### src/inc/timer_ctl_pkg.sv
package timer_ctl_pkg;

	// Register indices; byte address is four times the index
	localparam logic [13:0] IDX_CMP = 14'h0f04;
	localparam logic [13:0] IDX_CTL0 = 14'h0f06;
	localparam logic [13:0] IDX_CTL1 = 14'h0f07;
	localparam logic [13:0] IDX_RLD = 14'h0f08;
	localparam logic [13:0] IDX_CNT = 14'h0f09;
	localparam logic [13:0] IDX_STAT = 14'h0f0a;
	localparam logic [13:0] IDX_MASK = 14'h0f0b;

	// Control 1 fields
	localparam int RUN_BIT = 7;
	localparam int POL_BIT = 6;
	localparam int PRESCALE_SELECT_MSB = 5;
	localparam int PRESCALE_SELECT_LSB = 3;
	localparam int MODE_MSB = 2;
	localparam int MODE_LSB = 0;
	// Control 0 field
	localparam int MODE_HI_BIT = 7;

	// Reset values
	localparam logic [7:0] CTL_RST = 8'h00;
	localparam logic [15:0] CMP_RST = 16'h0000;
	localparam logic [15:0] RLD_RST = 16'hffff;
	localparam logic [15:0] CNT_RST = 16'h0001;
	localparam logic [15:0] CNT_START = 16'h0001;

	// Operating mode codes
	localparam logic [3:0] MODE_ONESHOT = 4'h0;
	localparam logic [3:0] MODE_CONT = 4'h1;
	localparam logic [3:0] MODE_COUNTER = 4'h2;
	localparam logic [3:0] MODE_PWM = 4'h3;
	localparam logic [3:0] MODE_CAPTURE = 4'h4;
	localparam logic [3:0] MODE_COMPARE = 4'h5;
	localparam logic [3:0] MODE_GATED = 4'h6;
	localparam logic [3:0] MODE_CAPCMP = 4'h7;

	// Interrupt status bit positions
	localparam int ST_W = 4;
	localparam int ST_RELOAD = 0;
	localparam int ST_MATCH = 1;
	localparam int ST_CAPTURE = 2;
	localparam int ST_GATE = 3;

	typedef enum logic {CC_WAIT, CC_RUN} cc_state_type;

endpackage

### src/design/pin_edge_sync.sv
`timescale 1ns/1ps
module pin_edge_sync (
	input wire logic clk_in,
	input wire logic arst_n_in,
	input wire logic pin_in,
	output logic level_out,
	output logic rise_out,
	output logic fall_out
);
	logic s1_reg;
	logic s2_reg;
	logic s3_reg;
	logic agree;
	logic change;

	// A change counts only once the second and third stages agree
	assign agree = (s2_reg == s3_reg);
	assign change = agree & (s3_reg != level_out);

	always_ff @(posedge clk_in or negedge arst_n_in) begin
		if (!arst_n_in) begin
			s1_reg <= 1'b0;
			s2_reg <= 1'b0;
			s3_reg <= 1'b0;
			level_out <= 1'b0;
			rise_out <= 1'b0;
			fall_out <= 1'b0;
		end else begin
			s1_reg <= pin_in;
			s2_reg <= s1_reg;
			s3_reg <= s2_reg;
			if (agree) begin
				level_out <= s3_reg;
			end
			rise_out <= change & s3_reg;
			fall_out <= change & ~s3_reg;
		end
	end
endmodule

### src/design/timer_control.sv
`timescale 1ns/1ps
// What this block does
// - The timer advances only while the run enable bit 7 is set.
// - Run enable, prescale and low mode bits are read/write and reset to 0.
// - In count-style modes the output idles at polarity and toggles on reload.
// - Counter mode counts rising edges at polarity 0, falling at 1.
// - PWM at polarity 0 idles low, goes high on match and low on reload.
// - PWM at polarity 1 idles high, goes low on match and high on reload.
// - Capture mode at polarity 0 captures the count on rising input edges.
// - Gated at polarity 0 counts while input high, interrupts on its fall.
// - Gated at polarity 1 counts while input low, interrupts on its rise.
// - Capture/compare at polarity 0 starts on a rise, captures on later ones.
// - Capture/compare at polarity 1 starts on a fall, captures on later ones.
// - Captured counts land in the 16-bit compare/capture value register.
// - Mode is four bits: top bit in control 0, low three in control 1.
module timer_control
	import timer_ctl_pkg::*;
#(
	parameter int CNT_W = 16
) (
	input wire logic CLK_IN,
	input wire logic ARST_N_IN,
	input wire logic PSEL_IN,
	input wire logic PENABLE_IN,
	input wire logic PWRITE_IN,
	input wire logic [15:0] PADDR_IN,
	input wire logic [31:0] PWDATA_IN,
	output logic [31:0] PRDATA_OUT,
	output logic PREADY_OUT,
	output logic PSLVERR_OUT,
	input wire logic TIMER_IN,
	output logic TIMER_OUT,
	output logic IRQ_OUT
);

	function automatic logic [7:0] presc_limit(input logic [2:0] sel);
		presc_limit = 8'((9'h001 << sel) - 9'h001);
	endfunction

	// Register state
	logic [7:0] timer_control_one_reg;
	logic [7:0] timer_control_one_next;
	logic mode_hi_reg;
	logic [CNT_W-1:0] compare_capture_value_reg;
	logic [CNT_W-1:0] compare_capture_value_next;
	logic [CNT_W-1:0] reload_value_reg;
	logic [CNT_W-1:0] count_reg;
	logic [CNT_W-1:0] count_next;
	logic [7:0] presc_reg;
	logic [7:0] presc_next;
	logic out_reg;
	logic out_next;
	logic [ST_W-1:0] status_reg;
	logic [ST_W-1:0] status_next;
	logic [ST_W-1:0] mask_reg;
	logic irq_reg;
	logic [31:0] prdata_reg;
	logic pready_reg;
	logic pslverr_reg;
	cc_state_type cc_state_reg;
	cc_state_type cc_state_next;

	// Input pin conditioning
	logic in_level;
	logic in_rise;
	logic in_fall;

	pin_edge_sync u_sync (
		.clk_in(CLK_IN),
		.arst_n_in(ARST_N_IN),
		.pin_in(TIMER_IN),
		.level_out(in_level),
		.rise_out(in_rise),
		.fall_out(in_fall)
	);

	// Control fields
	logic run_enable_bit;
	logic io_polarity_bit;
	logic [2:0] prescale_select;
	logic [3:0] operating_mode_select;

	assign run_enable_bit = timer_control_one_reg[RUN_BIT];
	assign io_polarity_bit = timer_control_one_reg[POL_BIT];
	assign prescale_select = timer_control_one_reg[PRESCALE_SELECT_MSB:PRESCALE_SELECT_LSB];
	assign operating_mode_select = {mode_hi_reg,
		timer_control_one_reg[MODE_MSB:MODE_LSB]};

	// Mode decode
	logic is_oneshot;
	logic is_counter;
	logic is_pwm;
	logic is_capture;
	logic is_compare;
	logic is_gated;
	logic is_capcmp;

	assign is_oneshot = (operating_mode_select == MODE_ONESHOT);
	assign is_counter = (operating_mode_select == MODE_COUNTER);
	assign is_pwm = (operating_mode_select == MODE_PWM);
	assign is_capture = (operating_mode_select == MODE_CAPTURE);
	assign is_compare = (operating_mode_select == MODE_COMPARE);
	assign is_gated = (operating_mode_select == MODE_GATED);
	assign is_capcmp = (operating_mode_select == MODE_CAPCMP);

	// Edge selection by polarity
	logic act_edge;
	logic deassert_edge;
	logic gate_open;

	assign act_edge = io_polarity_bit ? in_fall : in_rise;
	assign deassert_edge = io_polarity_bit ? in_rise : in_fall;
	assign gate_open = in_level ^ io_polarity_bit;

	// Count tick
	logic presc_tick;
	logic count_tick;
	logic [CNT_W-1:0] term_value;
	logic at_term;

	assign presc_tick = run_enable_bit &
		(presc_reg == presc_limit(prescale_select));
	assign count_tick = !run_enable_bit ? 1'b0 :
		is_counter ? act_edge :
		is_gated ? (presc_tick & gate_open) :
		is_capcmp ? (presc_tick & (cc_state_reg == CC_RUN)) :
		presc_tick;
	// Compare mode ends its period at the compare value
	assign term_value = is_compare ? compare_capture_value_reg :
		reload_value_reg;
	assign at_term = (count_reg == term_value);

	// Events
	logic reload_ev;
	logic match_ev;
	logic capture_ev;
	logic gate_ev;
	logic [ST_W-1:0] events;

	assign reload_ev = count_tick & at_term;
	assign match_ev = count_tick & is_pwm &
		(count_reg == compare_capture_value_reg);
	assign capture_ev = run_enable_bit & act_edge & (is_capture |
		(is_capcmp & (cc_state_reg == CC_RUN)));
	assign gate_ev = run_enable_bit & is_gated & deassert_edge;

	always_comb begin
		events = '0;
		events[ST_RELOAD] = reload_ev;
		events[ST_MATCH] = match_ev;
		events[ST_CAPTURE] = capture_ev;
		events[ST_GATE] = gate_ev;
	end

	// Bus decode
	logic bus_access;
	logic bus_write;
	logic bus_read;
	logic [13:0] word_index;
	logic aligned;
	logic hit_cmp;
	logic hit_ctl0;
	logic hit_ctl1;
	logic hit_rld;
	logic hit_cnt;
	logic hit_stat;
	logic hit_mask;
	logic hit_any;

	// One wait state: the answer comes on the second access cycle
	assign bus_access = PSEL_IN & PENABLE_IN & ~pready_reg;
	assign bus_write = bus_access & PWRITE_IN;
	assign bus_read = bus_access & ~PWRITE_IN;
	assign word_index = PADDR_IN[15:2];
	assign aligned = (PADDR_IN[1:0] == 2'b00);
	assign hit_cmp = aligned & (word_index == IDX_CMP);
	assign hit_ctl0 = aligned & (word_index == IDX_CTL0);
	assign hit_ctl1 = aligned & (word_index == IDX_CTL1);
	assign hit_rld = aligned & (word_index == IDX_RLD);
	assign hit_cnt = aligned & (word_index == IDX_CNT);
	assign hit_stat = aligned & (word_index == IDX_STAT);
	assign hit_mask = aligned & (word_index == IDX_MASK);
	assign hit_any = hit_cmp | hit_ctl0 | hit_ctl1 | hit_rld |
		hit_cnt | hit_stat | hit_mask;

	logic [31:0] read_mux;

	assign read_mux =
		hit_cmp ? {{(32-CNT_W){1'b0}}, compare_capture_value_reg} :
		hit_ctl0 ? {24'h000000, mode_hi_reg, 7'h00} :
		hit_ctl1 ? {24'h000000, timer_control_one_reg} :
		hit_rld ? {{(32-CNT_W){1'b0}}, reload_value_reg} :
		hit_cnt ? {{(32-CNT_W){1'b0}}, count_reg} :
		hit_stat ? {{(32-ST_W){1'b0}}, status_reg} :
		hit_mask ? {{(32-ST_W){1'b0}}, mask_reg} :
		32'h00000000;

	// Control 1: software write, one-shot self-clear of run enable
	always_comb begin
		timer_control_one_next = timer_control_one_reg;
		if (bus_write & hit_ctl1) begin
			timer_control_one_next = PWDATA_IN[7:0];
		end else if (is_oneshot & reload_ev) begin
			timer_control_one_next[RUN_BIT] = 1'b0;
		end
	end

	// Capture beats a software write in the same cycle
	assign compare_capture_value_next =
		capture_ev ? count_reg :
		(bus_write & hit_cmp) ? PWDATA_IN[CNT_W-1:0] :
		compare_capture_value_reg;

	// Counter and prescaler
	always_comb begin
		count_next = count_reg;
		if (bus_write & hit_cnt) begin
			count_next = PWDATA_IN[CNT_W-1:0];
		end else if (reload_ev) begin
			count_next = CNT_START;
		end else if (count_tick) begin
			count_next = count_reg + 1'b1;
		end
	end

	assign presc_next = (!run_enable_bit || presc_tick) ? 8'h00 :
		presc_reg + 8'h01;

	// Capture/compare start tracking
	always_comb begin
		cc_state_next = cc_state_reg;
		unique case (cc_state_reg)
			CC_WAIT: begin
				if (run_enable_bit & is_capcmp & act_edge) begin
					cc_state_next = CC_RUN;
				end
			end
			CC_RUN: begin
				if (!run_enable_bit | !is_capcmp) begin
					cc_state_next = CC_WAIT;
				end
			end
		endcase
	end

	// Timer output
	always_comb begin
		out_next = out_reg;
		if (!run_enable_bit) begin
			out_next = io_polarity_bit;
		end else if (is_pwm) begin
			if (reload_ev) begin
				out_next = io_polarity_bit;
			end else if (match_ev) begin
				out_next = ~io_polarity_bit;
			end
		end else if (reload_ev) begin
			out_next = ~out_reg;
		end
	end

	// Sticky status; a new event wins over the read that clears it
	assign status_next = (status_reg &
		~((bus_read & hit_stat) ? status_reg : '0)) | events;

	always_ff @(posedge CLK_IN or negedge ARST_N_IN) begin
		if (!ARST_N_IN) begin
			timer_control_one_reg <= CTL_RST;
			mode_hi_reg <= 1'b0;
			compare_capture_value_reg <= CMP_RST;
			reload_value_reg <= RLD_RST;
		end else begin
			timer_control_one_reg <= timer_control_one_next;
			compare_capture_value_reg <= compare_capture_value_next;
			if (bus_write & hit_ctl0) begin
				mode_hi_reg <= PWDATA_IN[MODE_HI_BIT];
			end
			if (bus_write & hit_rld) begin
				reload_value_reg <= PWDATA_IN[CNT_W-1:0];
			end
		end
	end

	always_ff @(posedge CLK_IN or negedge ARST_N_IN) begin
		if (!ARST_N_IN) begin
			count_reg <= CNT_RST;
			presc_reg <= 8'h00;
			cc_state_reg <= CC_WAIT;
			out_reg <= 1'b0;
		end else begin
			count_reg <= count_next;
			presc_reg <= presc_next;
			cc_state_reg <= cc_state_next;
			out_reg <= out_next;
		end
	end

	always_ff @(posedge CLK_IN or negedge ARST_N_IN) begin
		if (!ARST_N_IN) begin
			status_reg <= '0;
			mask_reg <= '0;
			irq_reg <= 1'b0;
		end else begin
			status_reg <= status_next;
			if (bus_write & hit_mask) begin
				mask_reg <= PWDATA_IN[ST_W-1:0];
			end
			irq_reg <= |(status_next & mask_reg);
		end
	end

	// Unmapped or misaligned access answers with an error, reads zero
	always_ff @(posedge CLK_IN or negedge ARST_N_IN) begin
		if (!ARST_N_IN) begin
			prdata_reg <= 32'h00000000;
			pready_reg <= 1'b0;
			pslverr_reg <= 1'b0;
		end else begin
			pready_reg <= bus_access;
			pslverr_reg <= bus_access & ~hit_any;
			if (bus_read) begin
				prdata_reg <= read_mux;
			end
		end
	end

	assign PRDATA_OUT = prdata_reg;
	assign PREADY_OUT = pready_reg;
	assign PSLVERR_OUT = pslverr_reg;
	assign TIMER_OUT = out_reg;
	assign IRQ_OUT = irq_reg;

endmodule

### config.mk
export PLATFORM = sky130hd
export DESIGN_NAME = timer_control
export DESIGN_NICKNAME = d
export VERILOG_FILES = /design/src/inc/timer_ctl_pkg.sv /design/src/design/pin_edge_sync.sv /design/src/design/timer_control.sv
export SDC_FILE = /design/constraint.sdc
export NUM_CORES = 1
export LEC_CHECK = 0
export BUFFER_PORTS_ARGS = -buffer_cell sky130_fd_sc_hd__buf_4
export CORE_MARGIN = 4
export CORE_UTILIZATION = 55
export CTS_CLUSTER_DIAMETER = 120
export DETAILED_ROUTE_END_ITERATION = 8
export GPL_TIMING_DRIVEN = 0
export PLACE_DENSITY = 0.77
export REMOVE_ABC_BUFFERS = 1
export SYNTH_ARGS = -nofsm -noshare
export SYNTH_HDL_FRONTEND = slang
export SYNTH_SLANG_ARGS = --single-unit
### constraint.sdc
create_clock -name CLK_IN -period 2.6 [get_ports CLK_IN]
set_input_delay 0.65 -clock CLK_IN [delete_from_list [all_inputs] [get_ports CLK_IN]]
set_output_delay 0.65 -clock CLK_IN [all_outputs]
set_load 0.03 [all_outputs]
==> flow_summary.ini <==
[status]
status = completed

[floorplan]
io_pins = 90
coreArea_um2 = 10890
die_y_um = 113.6
fp-row-count = 38
fp.dieArea_um2 = 12910
die_w_um = 113.6
initial_core_util = 0.5633

[setup_path]
path_cells = nand4bb_4 -> buf_12 -> mux2i_1 -> a221oi_2 -> o21a_2 -> buf_4 -> and3_1 -> a311oi_1 -> o31ai_1
critPathKind = flip-flop to flip-flop
slowest_stage = dfrtp_2
critPathLaunchType = flip-flop
worst-r2r-setup-slack_ns = 0.07
crit_path_end_kind = flip-flop
critPathRequiredTime_ns = 2.85
slowest_delay_ns = 0.48
crit_fanout = 12
arrival_ns = 2.77

[synthesis]
synth.area.top_cells = dfrtp_1 (34%), dfstp_2 (7.3%), mux2_2 (5.3%)
yosysSeqAreaShare = 0.4115
synth_edf_count = 0
yosys_warnings = 0
synth.distinct_cells = 79
syn_area_um2 = 6133
syn_inst = 635
async_flop_share = 1.000
synth_top_area_cell = dfrtp_1
syn_area_per_cell_um2 = 9.659
synthFlopType = dfrtp_1
synth_top_area_share = 0.3386
ys_seq_elements = 100

[run]
max-cap-violations = 0

[power_and_ir_drop]
power_mw = 3.061
power_leakage_nw = 2.891
ir_drop_uv = 369.0
powerDensity_nw_per_um2 = 444.7

[global_route]
grt_first_pass_wirelength_um = 26120
first_global_vias = 4861
grtUsageTotal = 0.2561
antenna_found_initial = 0
grt-ovfl-total = 0
grt_max_degree = 101

[placed_design]
place_ws_ns = -1.301
place_hpwl_um = 11270
gp_congestion = 0.9388
numPortBuffers = 57

[drt]
first_pass_iters = 6
dr_total_vias = 5117
wl_per_cell_um = 20.28
wl_um = 16530
vias_per_cell = 6.279
drt_iter0_drc = 531
route.detailed.drc = 0
ant_nets = 0

[timing]
fin_setup_tns_ns = 0
slew-limit-headroom = 0.3768
fin_hold_ws_ns = 0.3317
fin_ws_ns = 0.07498
clock.fmax_ghz = 0.3960
finalHoldViolCount = 0
setup_viol = 0
timing.final.crit_period_ns = 2.525
finalCritPeriodShare = 0.9712
report.final.slew_viol_count = 0
tightest_slew_ns = 0.9348
finClkSkew_ns = 0.009788

[final_layout]
syn2layout_area_growth_pct = 12.24
fill_cells = 900
drive_gt1_frac = 0.2652
fin_nets = 726
regArea_um2 = 2527
diodes = 0
multi_input_area_um2 = 3332

[cts]
cts_root_buf = clkbuf_8
path_clk_slew_ns = 0.10
cts.sinks = 100
cts_max_level = 3
cts_tree = built
clockBufferDepth = 2
worstSkewPairLatency_ns = 0.38
cts_buffers = 9
cts-hold-fix-buffers = 0

[hold_path]
hold_path_class = primary input to async pin
==> worst paths after layout <==
path / startpoint / endpoint / cells after the start
max: mode_hi_reg / TIMER_OUT / 9
min: ARST_N_IN / count_reg[11] / 1
max reg2reg: mode_hi_reg / TIMER_OUT / 9
min reg2reg: u_sync.s1_reg / u_sync.s2_reg / 0
max in group asynchronous: ARST_N_IN / timer_control_one_reg[0] / 1
min in group CLK_IN: u_sync.s1_reg / u_sync.s2_reg / 0
==> routing by layer <==
| layer | vias up | global-route usage | part of all wire |
|---|---|---|---|
| met5 | - | 0 | 0 |
| met4 | 0 | 0.08413 | 0.019 |
| met3 | 33 | 0.04828 | 0.076 |
| met2 | 253 | 0.4060 | 0.48 |
| met1 | 2507 | 0.3562 | 0.42 |
| li1 | 2324 | - | - |
==> synth_stat cells, drive strengths merged, types with 15 or more instances <==
cell type,number
a21oi,36
a31oi,26
buf,34
clkbuf,27
dfrtp,83
dfstp,17
inv,16
mux2,30
mux2i,31
nand2,47
nand3,18
nor2,58
o21ai,38
xnor2,18
xor2,15
==> critical path: cells and delay by family (launching register included) <==
| kind | cells | cell delay (ns) |
|---|---|---|
| multiplexers | 1 | 0.23 |
| buffers and inverters | 2 | 0.39 |
| AND/OR/NAND/NOR | 2 | 0.53 |
| flip-flops | 1 | 0.48 |
| AO/OA/AOI/OAI | 4 | 0.75 |
==> per-stage QoR <==
stage	utilization	cell area [um^2]	instances
floorplan	-	5756	586
global placement	0.5840	6359	783
detailed placement	0.5888	6411	786
CTS	0.6154	6700	807
global route	0.6323	6884	815
finish	0.6323	6884	815
==> repair_timing <==
item	4_1_cts	5_1_grt
buffers inserted	5	8
gates resized for setup	16	19
pin swaps	2	1
endpoints found under the setup margin	74	51
==> where the power goes <==
part / total (mW) / internal, mW / leakage (nW) / switching (mW)
sequential: 1.64 / 1.61 / 1.20 / 0.0303
clock: 1.02 / 0.450 / 0.100 / 0.574
combinational: 0.400 / 0.144 / 1.59 / 0.256
==> layout by cell type (no fill, tap or decap), drive strengths merged, types with 4 or more instances in the layout <==
cell     instances
dfrtp           83
buf             73
nor2            58
nand2           47
o21ai           38
a21oi           36
mux2i           31
mux2            30
a31oi           26
xnor2           18
nand3           18
inv             18
dfstp           17
conb            16
xor2            15
nand4           13
and3            13
clkbuf           9
nor3             8
nand2b           7
nand4b           7
a2111oi          7
nor2b            5
a22o             5
nor4             5
and2             5
or2              5
a211oi           4
mux4             4
nor3b            4
==> cells by family (layout without fill, tap and decap cells) <==
group                      count (synthesis)  in the layout  share of synthesized area
and+or+nand+nor                          207            207                     0.1793
AOI/OAI and AO/OA                        145            145                     0.1532
DFF                                      100            100                     0.4115
buffers and inverters                     80            105                    0.08058
muxes                                     65             65                     0.1204
xor gates and xnor gates                  33             33                    0.04712
adders and majority gates                  4              4                   0.007343
other                                      1             16                  0.0006114
==> cell type report <==
cell class                 instances  share of cell area
multi-input combinational        470              0.4840
inverter                          16            0.008724
clock buffer                       9             0.01799
timing repair buffer              73             0.08597
sequential                       100              0.3671
tap                              140             0.02545
clock inverter                     7             0.01072
(Power assumes the default switching activity.)
